$ cat config.mk
export PLATFORM = sky130hd
export DESIGN_NAME = lbrc_top
export DESIGN_NICKNAME = d
export VERILOG_FILES = /design/src/include/lbrc_pkg.sv /design/src/design/lbrc_sync.sv /design/src/design/lbrc_run_counter.sv /design/src/design/lbrc_top.sv
export SDC_FILE = /design/constraint.sdc
export NUM_CORES = 1
export LEC_CHECK = 0
export BUFFER_PORTS_ARGS = -buffer_cell sky130_fd_sc_hd__buf_4
export CAP_MARGIN = 0
export CORE_MARGIN = 3
export CORE_UTILIZATION = 56
export DETAILED_ROUTE_END_ITERATION = 8
export PLACE_DENSITY_LB_ADDON = 0.12
export SLEW_MARGIN = 20
export SYNTH_ARGS = -nofsm -noshare
export SYNTH_HDL_FRONTEND = slang
export SYNTH_HIERARCHICAL = 1
export SYNTH_SLANG_ARGS = --single-unit
$ cat constraint.sdc
create_clock -name CLK_I -period 2.6 [get_ports CLK_I]
set_clock_uncertainty 0.1 [all_clocks]
set_input_delay 0.13 -clock CLK_I [delete_from_list [all_inputs] [get_ports CLK_I]]
set_output_delay 0.13 -clock CLK_I [all_outputs]
set_load 0.01 [all_outputs]
$ cat src/include/lbrc_pkg.sv
package lbrc_pkg;

    // Global address map: two windows onto the same registers
    localparam int unsigned ADDR_W            = 16;
    localparam logic [15:0] BASE_BLOCKING     = 16'h0200;
    localparam logic [15:0] BASE_NONBLOCKING  = 16'h0300;
    localparam logic [15:0] OFF_STATUS_TWO    = 16'h0045;
    localparam logic [15:0] OFF_CONTROL_THREE = 16'h0046;

    localparam logic [7:0] RST_STATUS_TWO     = 8'h00;
    localparam logic [7:0] RST_CONTROL_THREE  = 8'h00;

    // Status two field positions
    localparam int unsigned S2_LIN_BREAK_FLAG = 7;
    localparam int unsigned S2_RX_EDGE_FLAG   = 6;
    localparam int unsigned S2_RX_INVERT      = 4;
    localparam int unsigned S2_IDLE_REPORT    = 3;
    localparam int unsigned S2_LONG_BREAK     = 2;
    localparam int unsigned S2_BREAK_DET_EN   = 1;
    localparam int unsigned S2_RX_ACTIVE      = 0;

    // Control three field positions
    localparam int unsigned C3_RX_NINTH       = 7;
    localparam int unsigned C3_TX_NINTH       = 6;
    localparam int unsigned C3_TX_DIR         = 5;
    localparam int unsigned C3_TX_INVERT      = 4;
    localparam int unsigned C3_OVERRUN_IE     = 3;
    localparam int unsigned C3_NOISE_IE       = 2;
    localparam int unsigned C3_FRAMING_IE     = 1;
    localparam int unsigned C3_PARITY_IE      = 0;

    // Lengths in bit times
    localparam logic [3:0] BRK_LEN_SHORT_8    = 4'hA;
    localparam logic [3:0] BRK_LEN_SHORT_9    = 4'hB;
    localparam logic [3:0] BRK_LEN_LONG_8     = 4'hD;
    localparam logic [3:0] BRK_LEN_LONG_9     = 4'hE;
    localparam logic [3:0] CHAR_LEN_8         = 4'hA;
    localparam logic [3:0] CHAR_LEN_9         = 4'hB;
    localparam logic [3:0] BRK_DET_NORMAL     = 4'hA;
    localparam logic [3:0] BRK_DET_LIN        = 4'hB;

endpackage

$ cat src/design/lbrc_sync.sv
`timescale 1ns/1ps
module lbrc_sync
    import lbrc_pkg::*;
#(
    parameter logic RESET_LEVEL = 1'b1
)
(
    input  wire logic clk_i,
    input  wire logic rst_i,
    input  wire logic pin_i,
    output logic      level_o
);

    logic meta_q;
    logic sync_q;
    logic hold_q;
    logic level_q;

    // Only the second stage reads the first
    always_ff @(posedge clk_i or posedge rst_i)
    begin
        if (rst_i)
        begin
            meta_q <= RESET_LEVEL;
            sync_q <= RESET_LEVEL;
            hold_q <= RESET_LEVEL;
        end
        else
        begin
            meta_q <= pin_i;
            sync_q <= meta_q;
            hold_q <= sync_q;
        end
    end

    // A change is taken once the last two stages agree
    always_ff @(posedge clk_i or posedge rst_i)
    begin
        if (rst_i)
            level_q <= RESET_LEVEL;
        else if (sync_q == hold_q)
            level_q <= hold_q;
    end

    assign level_o = level_q;

endmodule

$ cat src/design/lbrc_run_counter.sv
`timescale 1ns/1ps
module lbrc_run_counter
    import lbrc_pkg::*;
#(
    parameter int unsigned WIDTH = 4
)
(
    input  wire logic             clk_i,
    input  wire logic             rst_i,
    input  wire logic             tick_i,
    input  wire logic             run_i,
    input  wire logic [WIDTH-1:0] limit_i,
    output logic                  hit_o
);

    logic [WIDTH-1:0] cnt_q;
    logic             hit_q;
    logic             last;

    assign last = (cnt_q == limit_i - WIDTH'(1));

    // Saturates at the limit so one long run reports only once
    always_ff @(posedge clk_i or posedge rst_i)
    begin
        if (rst_i)
            cnt_q <= '0;
        else if (!run_i)
            cnt_q <= '0;
        else if (tick_i && cnt_q != limit_i)
            cnt_q <= cnt_q + WIDTH'(1);
    end

    always_ff @(posedge clk_i or posedge rst_i)
    begin
        if (rst_i)
            hit_q <= 1'b0;
        else
            hit_q <= run_i && tick_i && last;
    end

    assign hit_o = hit_q;

endmodule

$ cat src/design/lbrc_top.sv
`timescale 1ns/1ps
module lbrc_top
    import lbrc_pkg::*;
(
    input  wire logic              CLK_I,
    input  wire logic              RST_I,
    input  wire logic [ADDR_W-1:0] BUS_ADDR_I,
    input  wire logic              BUS_WR_I,
    input  wire logic              BUS_RD_I,
    input  wire logic [7:0]        BUS_WDATA_I,
    output logic      [7:0]        BUS_RDATA_O,
    output logic                   BUS_HIT_O,
    input  wire logic              RXD_I,
    input  wire logic              TXD_I,
    output logic                   TXD_O,
    output logic                   TXD_OE_N_O,
    input  wire logic              BIT_TICK_I,
    input  wire logic              NINE_BIT_I,
    input  wire logic              LOOP_SEL_I,
    input  wire logic              LOOP_SRC_I,
    input  wire logic              TX_EN_I,
    input  wire logic              TX_SERIAL_I,
    input  wire logic              RX_STANDBY_I,
    input  wire logic              RX_ACTIVE_I,
    input  wire logic              RX_LOAD_I,
    input  wire logic              RX_NINTH_I,
    input  wire logic              FRAME_ERR_I,
    input  wire logic              DATA_WR_I,
    input  wire logic              OVERRUN_FLAG_I,
    input  wire logic              NOISE_FLAG_I,
    input  wire logic              FRAMING_FLAG_I,
    input  wire logic              PARITY_FLAG_I,
    output logic                   RX_LINE_O,
    output logic                   RX_FULL_SET_O,
    output logic                   FRAME_ERR_SET_O,
    output logic                   IDLE_SET_O,
    output logic                   BREAK_DET_O,
    output logic      [3:0]        BREAK_LEN_O,
    output logic      [3:0]        TX_SHIFT_LEN_O,
    output logic                   TX_NINTH_O,
    output logic                   IRQ_O
);

    logic       lin_break_flag_q;
    logic       rx_edge_flag_q;
    logic       rx_polarity_invert_q;
    logic       standby_idle_report_q;
    logic       long_break_select_q;
    logic       lin_break_detect_en_q;
    logic       rx_ninth_bit_q;
    logic       tx_ninth_bit_q;
    logic       single_wire_tx_dir_q;
    logic       tx_polarity_invert_q;
    logic [3:0] err_irq_en_q;
    logic [7:0] rdata_q;
    logic       hit_q;
    logic       rx_line_q;
    logic       rx_line_prev_q;
    logic       idle_armed_q;
    logic       txd_q;
    logic       tx_ninth_q;
    logic [3:0] brk_len_q;
    logic [3:0] shift_len_q;
    logic       irq_q;
    logic       rxd_level;
    logic       txd_level;
    logic       rx_line;
    logic       sel_s2;
    logic       sel_c3;
    logic       wr_s2;
    logic       wr_c3;
    logic       single_wire;
    logic       active_edge;
    logic       brk_hit;
    logic       idle_hit;
    logic [3:0] brk_limit;
    logic [3:0] char_len;
    logic [3:0] err_flags;
    logic [7:0] status_two;
    logic [7:0] control_three;

    lbrc_sync #(.RESET_LEVEL(1'b1)) u_rxd_sync
    (
        .clk_i   (CLK_I),
        .rst_i   (RST_I),
        .pin_i   (RXD_I),
        .level_o (rxd_level)
    );

    lbrc_sync #(.RESET_LEVEL(1'b1)) u_txd_sync
    (
        .clk_i   (CLK_I),
        .rst_i   (RST_I),
        .pin_i   (TXD_I),
        .level_o (txd_level)
    );

    // Register decode through either window
    assign sel_s2 = (BUS_ADDR_I == BASE_BLOCKING + OFF_STATUS_TWO)
                 || (BUS_ADDR_I == BASE_NONBLOCKING + OFF_STATUS_TWO);
    assign sel_c3 = (BUS_ADDR_I == BASE_BLOCKING + OFF_CONTROL_THREE)
                 || (BUS_ADDR_I == BASE_NONBLOCKING + OFF_CONTROL_THREE);
    assign wr_s2  = BUS_WR_I && sel_s2;
    assign wr_c3  = BUS_WR_I && sel_c3;

    assign single_wire = LOOP_SEL_I && LOOP_SRC_I;

    // In single-wire mode the transmit pin is the receive source
    assign rx_line = (single_wire ? txd_level : rxd_level)
                   ^ rx_polarity_invert_q;

    // Falling edge after inversion covers both pin polarities
    assign active_edge = rx_line_prev_q && !rx_line_q;

    assign brk_limit = lin_break_detect_en_q ? BRK_DET_LIN
                                             : BRK_DET_NORMAL;
    assign char_len  = NINE_BIT_I ? CHAR_LEN_9 : CHAR_LEN_8;

    lbrc_run_counter #(.WIDTH(4)) u_low_run
    (
        .clk_i   (CLK_I),
        .rst_i   (RST_I),
        .tick_i  (BIT_TICK_I),
        .run_i   (!rx_line_q),
        .limit_i (brk_limit),
        .hit_o   (brk_hit)
    );

    lbrc_run_counter #(.WIDTH(4)) u_high_run
    (
        .clk_i   (CLK_I),
        .rst_i   (RST_I),
        .tick_i  (BIT_TICK_I),
        .run_i   (rx_line_q && idle_armed_q),
        .limit_i (char_len),
        .hit_o   (idle_hit)
    );

    always_ff @(posedge CLK_I or posedge RST_I)
    begin
        if (RST_I)
        begin
            rx_line_q      <= 1'b1;
            rx_line_prev_q <= 1'b1;
        end
        else
        begin
            rx_line_q      <= rx_line;
            rx_line_prev_q <= rx_line_q;
        end
    end

    // Idle is reported once per quiet period, after some activity, unless in standby with the idle report bit clear
    always_ff @(posedge CLK_I or posedge RST_I)
    begin
        if (RST_I)
            idle_armed_q <= 1'b0;
        else if (!rx_line_q)
            idle_armed_q <= 1'b1;
        else if (idle_hit)
            idle_armed_q <= 1'b0;
    end

    assign IDLE_SET_O = idle_hit
                     && (!RX_STANDBY_I || standby_idle_report_q);

    // Break in data is not a received character while detecting
    assign RX_FULL_SET_O   = RX_LOAD_I && !lin_break_detect_en_q;
    // Framing check does not look at the long break select
    assign FRAME_ERR_SET_O = FRAME_ERR_I && !lin_break_detect_en_q;
    assign BREAK_DET_O     = brk_hit;

    // Hardware set wins over a write-one clear in the same cycle
    always_ff @(posedge CLK_I or posedge RST_I)
    begin
        if (RST_I)
            lin_break_flag_q <= RST_STATUS_TWO[S2_LIN_BREAK_FLAG];
        else if (brk_hit && lin_break_detect_en_q)
            lin_break_flag_q <= 1'b1;
        else if (wr_s2 && BUS_WDATA_I[S2_LIN_BREAK_FLAG])
            lin_break_flag_q <= 1'b0;
    end

    always_ff @(posedge CLK_I or posedge RST_I)
    begin
        if (RST_I)
            rx_edge_flag_q <= RST_STATUS_TWO[S2_RX_EDGE_FLAG];
        else if (active_edge)
            rx_edge_flag_q <= 1'b1;
        else if (wr_s2 && BUS_WDATA_I[S2_RX_EDGE_FLAG])
            rx_edge_flag_q <= 1'b0;
    end

    always_ff @(posedge CLK_I or posedge RST_I)
    begin
        if (RST_I)
        begin
            rx_polarity_invert_q  <= RST_STATUS_TWO[S2_RX_INVERT];
            standby_idle_report_q <= RST_STATUS_TWO[S2_IDLE_REPORT];
            long_break_select_q   <= RST_STATUS_TWO[S2_LONG_BREAK];
            lin_break_detect_en_q <= RST_STATUS_TWO[S2_BREAK_DET_EN];
        end
        else if (wr_s2)
        begin
            rx_polarity_invert_q  <= BUS_WDATA_I[S2_RX_INVERT];
            standby_idle_report_q <= BUS_WDATA_I[S2_IDLE_REPORT];
            long_break_select_q   <= BUS_WDATA_I[S2_LONG_BREAK];
            lin_break_detect_en_q <= BUS_WDATA_I[S2_BREAK_DET_EN];
        end
    end

    always_ff @(posedge CLK_I or posedge RST_I)
    begin
        if (RST_I)
        begin
            tx_ninth_bit_q       <= RST_CONTROL_THREE[C3_TX_NINTH];
            single_wire_tx_dir_q <= RST_CONTROL_THREE[C3_TX_DIR];
            tx_polarity_invert_q <= RST_CONTROL_THREE[C3_TX_INVERT];
            err_irq_en_q         <= RST_CONTROL_THREE[3:0];
        end
        else if (wr_c3)
        begin
            tx_ninth_bit_q       <= BUS_WDATA_I[C3_TX_NINTH];
            single_wire_tx_dir_q <= BUS_WDATA_I[C3_TX_DIR];
            tx_polarity_invert_q <= BUS_WDATA_I[C3_TX_INVERT];
            err_irq_en_q         <= BUS_WDATA_I[3:0];
        end
    end

    // Read-only; overwritten by the next character loaded in nine-bit mode
    always_ff @(posedge CLK_I or posedge RST_I)
    begin
        if (RST_I)
            rx_ninth_bit_q <= RST_CONTROL_THREE[C3_RX_NINTH];
        else if (RX_LOAD_I && NINE_BIT_I)
            rx_ninth_bit_q <= RX_NINTH_I;
    end

    // Sampled at the data write, so a later field write is too late
    always_ff @(posedge CLK_I or posedge RST_I)
    begin
        if (RST_I)
            tx_ninth_q <= 1'b0;
        else if (DATA_WR_I && NINE_BIT_I)
            tx_ninth_q <= tx_ninth_bit_q;
    end

    always_ff @(posedge CLK_I or posedge RST_I)
    begin
        if (RST_I)
        begin
            brk_len_q   <= BRK_LEN_SHORT_8;
            shift_len_q <= CHAR_LEN_8;
        end
        else
        begin
            unique case ({long_break_select_q, NINE_BIT_I})
                2'b00: brk_len_q <= BRK_LEN_SHORT_8;
                2'b01: brk_len_q <= BRK_LEN_SHORT_9;
                2'b10: brk_len_q <= BRK_LEN_LONG_8;
                2'b11: brk_len_q <= BRK_LEN_LONG_9;
            endcase
            shift_len_q <= char_len;
        end
    end

    always_ff @(posedge CLK_I or posedge RST_I)
    begin
        if (RST_I)
            txd_q <= 1'b1;
        else
            txd_q <= TX_SERIAL_I ^ tx_polarity_invert_q;
    end

    assign TXD_OE_N_O = single_wire ? !single_wire_tx_dir_q
                                    : !TX_EN_I;

    assign err_flags = {OVERRUN_FLAG_I, NOISE_FLAG_I,
                        FRAMING_FLAG_I, PARITY_FLAG_I};

    always_ff @(posedge CLK_I or posedge RST_I)
    begin
        if (RST_I)
            irq_q <= 1'b0;
        else
            irq_q <= |(err_flags & err_irq_en_q);
    end

    assign status_two = {lin_break_flag_q, rx_edge_flag_q, 1'b0,
                         rx_polarity_invert_q, standby_idle_report_q,
                         long_break_select_q, lin_break_detect_en_q,
                         RX_ACTIVE_I};
    assign control_three = {rx_ninth_bit_q, tx_ninth_bit_q,
                            single_wire_tx_dir_q, tx_polarity_invert_q,
                            err_irq_en_q};

    // Unmapped addresses read zero and do not raise the hit flag
    always_ff @(posedge CLK_I or posedge RST_I)
    begin
        if (RST_I)
        begin
            rdata_q <= 8'h00;
            hit_q   <= 1'b0;
        end
        else
        begin
            hit_q <= (BUS_RD_I || BUS_WR_I) && (sel_s2 || sel_c3);
            if (BUS_RD_I)
                rdata_q <= sel_s2 ? status_two
                         : sel_c3 ? control_three : 8'h00;
        end
    end

    assign BUS_RDATA_O    = rdata_q;
    assign BUS_HIT_O      = hit_q;
    assign RX_LINE_O      = rx_line_q;
    assign TXD_O          = txd_q;
    assign TX_NINTH_O     = tx_ninth_q;
    assign BREAK_LEN_O    = brk_len_q;
    assign TX_SHIFT_LEN_O = shift_len_q;
    assign IRQ_O          = irq_q;
endmodule

Word-level counts from Yosys, hierarchy flattened
Index checks and enable logic that the tools add are counted.

storage, ports and cells
  output and inout port bits = 26
  register bits = 55
  word-level logic and storage cells = 107

operators by class
  reduce and logical (&&, ||, !) cells = 35
  multiplexer cells = 17
  bitwise operators = 3
  equality and inequality tests = 15
  add/sub/neg operators = 4

operators by type and width
  operator                                                count
  == test 16 x 10 -> 1 bit (second input constant)        4
  logical AND 1 bit                                       20
  2-to-1 mux 4 bit                                        4
  2-to-1 mux 8 bit                                        2
  one-hot mux 4 bit (4 select lines)                      1
  2-to-1 mux 1 bit                                        10
  adder 4 x 1 -> 4 bit (second input constant)            2
  == test 4 bit                                           2
  inequality test 4 bit                                   2
  subtractor 4 x 1 -> 4 bit (second input constant)       2
  nonzero test 2 bit                                      3
  zero test 1 bit                                         5
  logical OR 1 bit                                        5
  bitwise AND 4 bit                                       1
  == test 2 bit (second input constant)                   2
  OR reduction 4 bit                                      1
  == test 1 bit                                           2
  == test 2 x 1 -> 1 bit (second input constant)          1
  zero test 2 bit                                         1
  inequality test 2 x 1 -> 1 bit (second input constant)  1
  inequality test 2 bit (second input constant)           1
  bitwise XOR 1 bit                                       2

Depth between registers and ports, before layout
  depth after elaboration = 6
  gate-level depth with buffers = 6
  mapped depth without buffers = 4

By module
Netlist, hierarchy kept.

by module, submodules not included
  module            area an instance (µm²)  seq. area each (µm²)  instances  cells an instance
  lbrc_top          1600.3                  830.8                 1          131
  lbrc_run_counter  344.1                   125.1                 2          34
  lbrc_sync         120.1                   105.1                 2          6

Worst setup path before layout
No wires, ideal clock.

  path kind = reg-to-reg
  from = register lin_break_detect_en_q
  to = register u_low_run.cnt_q[0]
  setup slack = 1089 ps
  required time = 2381 ps
  arrival time = 1292 ps
  stages on the path, launching flop included = 5
  path buffers = 0
  clock period less this slack = 1511 ps
  cell sequence = dfrtp_1 > xor2_1 > o41ai_4 > xnor2_1 > and2_1

on the way
  word-level cells in the longest chain between the ends = 4

ends and longest elaborated chain
  item                          line                    text
  from (decl)                   lbrc_top.sv:49          logic lin_break_detect_en_q;
  from (signal assigned)        lbrc_top.sv:201         lin_break_detect_en_q <= RST_STATUS_TWO[S2_BREAK_DET_EN];
  from (signal assigned)        lbrc_top.sv:208         lin_break_detect_en_q <= BUS_WDATA_I[S2_BREAK_DET_EN];
  2-to-1 mux 1 bit              lbrc_top.sv:115         assign brk_limit = lin_break_detect_en_q ? BRK_DET_LIN
  inequality test 4 bit         lbrc_run_counter.sv:29  else if (tick_i && cnt_q != limit_i)
  logical AND 1 bit             lbrc_run_counter.sv:29
  nonzero test 2 bit (no line)  n/a
  to (signal assigned)          lbrc_run_counter.sv:30  cnt_q <= cnt_q + WIDTH'(1);
  to (decl)                     lbrc_run_counter.sv:16  logic [WIDTH-1:0] cnt_q;

No other way between the ends.
A chain may end at the register's enable or synchronous reset.

Final worst setup path
  from = input port OVERRUN_FLAG_I
  to = register irq_q, in the netlist IRQ_O

on the way
  word-level cells in the longest chain between the ends = 2

ends and longest elaborated chain
  item                  line             text
  from (decl)           lbrc_top.sv:29   input wire logic OVERRUN_FLAG_I,
  bitwise AND 4 bit     lbrc_top.sv:286  irq_q <= |(err_flags & err_irq_en_q);
  OR reduction 4 bit    lbrc_top.sv:286
  to (signal assigned)  lbrc_top.sv:286
  to (decl)             lbrc_top.sv:64   logic irq_q;

No other way between the ends.

==> metrics.txt <==
status=finished clean; Tot Pwr=1.59 mW; drt pass-1 iters=4; Hold Crit Class=primary input to flip-flop; Top Layer Used=met4; Clock Sinks=51; Die W=73.2 µm; root buffer cell=clkbuf_8; maxcap violations=0; Post-synth ARST share=100%; I/O pin count=between 70 and 80; sequential-to-total area share from yosys stat=51.1%; count of hold buffers inserted by post-cts repair=16; Slew Viols, Final=0; post-synth top area cell=dfrtp_1; setup_tns=0 ns; number of synthesized flops with an enable pin=0; Placed Cells=roughly 340; # rows=23; critical path class=primary input to flip-flop; via count=about 1,900; Hold WS=0.0121 ns; Crit Path Max Fanout=1; DRT met1 WL=2130 µm; Total GRT Usage=21.6%; Clk pwr share=about 30%; Antenna Violating Nets Remaining=0; Int Power=1.16 mW; Antenna Cells=0; fin util=80.4%; fraction of layout cells with a size suffix above 1=34.5%; Max stage delay on crit path=between 0.5 and 0.6 ns; post-route cell area=~3400 µm²; die area=5360 µm²; fin cells=360; Clock Path Buffers=2; Sw Share=26.9%; Hold EP=BUS_RDATA_O[7]; worst-skew pair later-pin latency=0.31 ns; H-tree levels=2; final worst slack=0.605 ns; minimum clock period=about 2 ns; Post-Place Setup Slack=0.918 ns; number of setup violations in the final report=0; Gate Count Post-Synth=211; CP startpoint kind=primary input; FF-to-FF setup slack=0.65 ns; Die Y=73.2 µm; RSZ-0062 raised after global routing=no; number of buffers created by CTS=5; Fill cells=265; Core Region=4170 µm²; hpwl dp=3910 µm; clk slew on worst S/H paths=around 0.090 ns; hold path start=BUS_RD_I; initial cell density of the core=between 60% and 70%; placer congestion estimate=0.806; WL/cell=15.0 µm; met3 routed WL=311 µm; reg-to-reg endpoint=IRQ_O; initial antenna violation count=0; most frequent CP cell=dlygate4sd3_1; Critical Path Sink Type=flip-flop; synthesized cell area=2530 µm²; Area Overhead vs Synth=32.6%; Hold Crit Depth=2; Overflow after GRT=0; CTS tree=yes; largest net degree at the start of global routing=28; post-synth top area share=38.6%; Pwr Density=474 nW/µm²; P_sw=0.427 mW; post-CTS sizing=0; Final Hold Vio Count=0; CP max stage cell=dlygate4sd3_1; worst r2r path cells=4; CP Cell Sequence=dlygate4sd3_1 -> buf_4 -> a22oi_1 -> dlygate4sd3_1 -> nand2_1 -> dlygate4sd3_1; wirelength, routed=5390 µm; fmax=501 MHz; Avg Inst Size Synth=between 10 and 15 µm²; nets=363; global-route wire length before repair=~8700 µm; met2 routed WL=2880 µm; DRT iter0 DRCs=98; Flop pwr share=54.3%; Leakage=around 1.7 nW; Post-CTS Repair Setup Buffers=0; Placement Cell Area=3100 µm²; r2r startpoint=err_irq_en_q[2]; DR vias/cell=5.19; Synth Warn #=6; largest cells by area after synthesis=dfrtp_1, dfstp_2, mux2_4; combinational group share of total power=16.1%; Final Cycle Share=76.7%; # DRC=0; vias in the first global route=1,925; ys flop type=dfrtp_1; library cells used by synthesis=37; port buffer count=66; Worst Path Required=2.70 ns; flops & latches, synth=51; CP arrival=2.09 ns; Max IR drop VDD=0.423 mV
## cells in the mapped netlist (3+ instances only)
library cell	number
inv_1	25
mux2_4	9
nand2_1	11
o22ai_1	8
dfrtp_1	39
xnor2_1	8
xor2_1	11
nor2_1	4
mux2i_1	9
buf_4	5
dfstp_2	12
or3_1	4
nor4b_1	3
a21boi_0	3
nand3_1	9
o21ai_0	10
ha_1	8
nor3_1	3
## power by group through the flow
stage | registers, mW | clock network [mW] | logic (mW)
global placement | 0.879 | 0 | 0.228
floorplan | 0.876 | 0 | 0.137
detailed placement | 0.880 | 0 | 0.236
finish | 0.864 | 0.470 | 0.256
CTS | 0.865 | 0.480 | 0.255
global route | 0.871 | 0.505 | 0.284
## worst max path at each step
stage / from / to / slack (ns) / cells after the start
after detailed placement: RX_LINE_O / u_high_run/hit_o / 0.92 / 4
after global routing: OVERRUN_FLAG_I / IRQ_O / 0.57 / 6
final: OVERRUN_FLAG_I / IRQ_O / 0.61 / 6
after CTS: OVERRUN_FLAG_I / IRQ_O / 0.63 / 6
after floorplan: lin_break_detect_en_q / u_low_run/cnt_q[0] / 1.09 / 4
after global placement: RX_LINE_O / u_high_run/hit_o / 0.94 / 4
## critical path, delay by kind of cell
kind | cells | cell delay (ns)
compound gates | 1 | 0.12
buf+inv | 4 | 1.80
simple gates | 1 | 0.05
## per-layer routing
layer  vias up  track usage, %
met3         9            5.10
met4         0            6.56
met2        54            39.8
met1       912            24.5
li1        895               -
met5         -               0
## cells in the final DEF (no fill, tap or decap), types with 3 or more instances in the layout
master	n
xor2_1	11
clkbuf_8	5
o21ai_0	10
mux2_4	9
buf_4	68
conb_1	16
ha_1	8
nand3_1	9
inv_1	25
or3_1	4
dfrtp_1	39
a21boi_0	3
nor2_1	4
dfstp_2	12
nor3_1	3
xnor2_1	8
nor4b_1	3
o22ai_1	8
nand2_1	11
mux2i_1	9
dlygate4sd3_1	16
## sequential cells by signal, indices dropped and copies added (netlist names), 3 cells and up
signal,cells
u_high_run/cnt_q,4
err_irq_en_q,4
u_low_run/cnt_q,4
BREAK_LEN_O,3
BUS_RDATA_O,8
## cell families (layout without fill, tap and decap cells)
family                     after synthesis  count (layout)  synth area share (%)
AOI/OAI and AO/OA                       29              29                  8.91
xor gates and xnor gates                19              19                  6.58
adders and majority gates               10              10                  4.85
buffers and inverters                   32             117                  5.79
DFF                                     51              51                  51.1
muxes                                   20              20                  9.80
other                                    2              16                 0.297
and+or+nand+nor                         48              48                  12.7
## final cells by class
type,count,area [µm²],area share (%)
multi-input cells,142,1140,34.1
clock buffers,5,68.8,2.05
clock inverters,3,22.5,0.672
repair buffers,84,671,20.0
flip-flops and latches,51,1290,38.5
well taps,50,62.6,1.87
inverters,25,93.8,2.80
(Power assumes the default switching activity.)
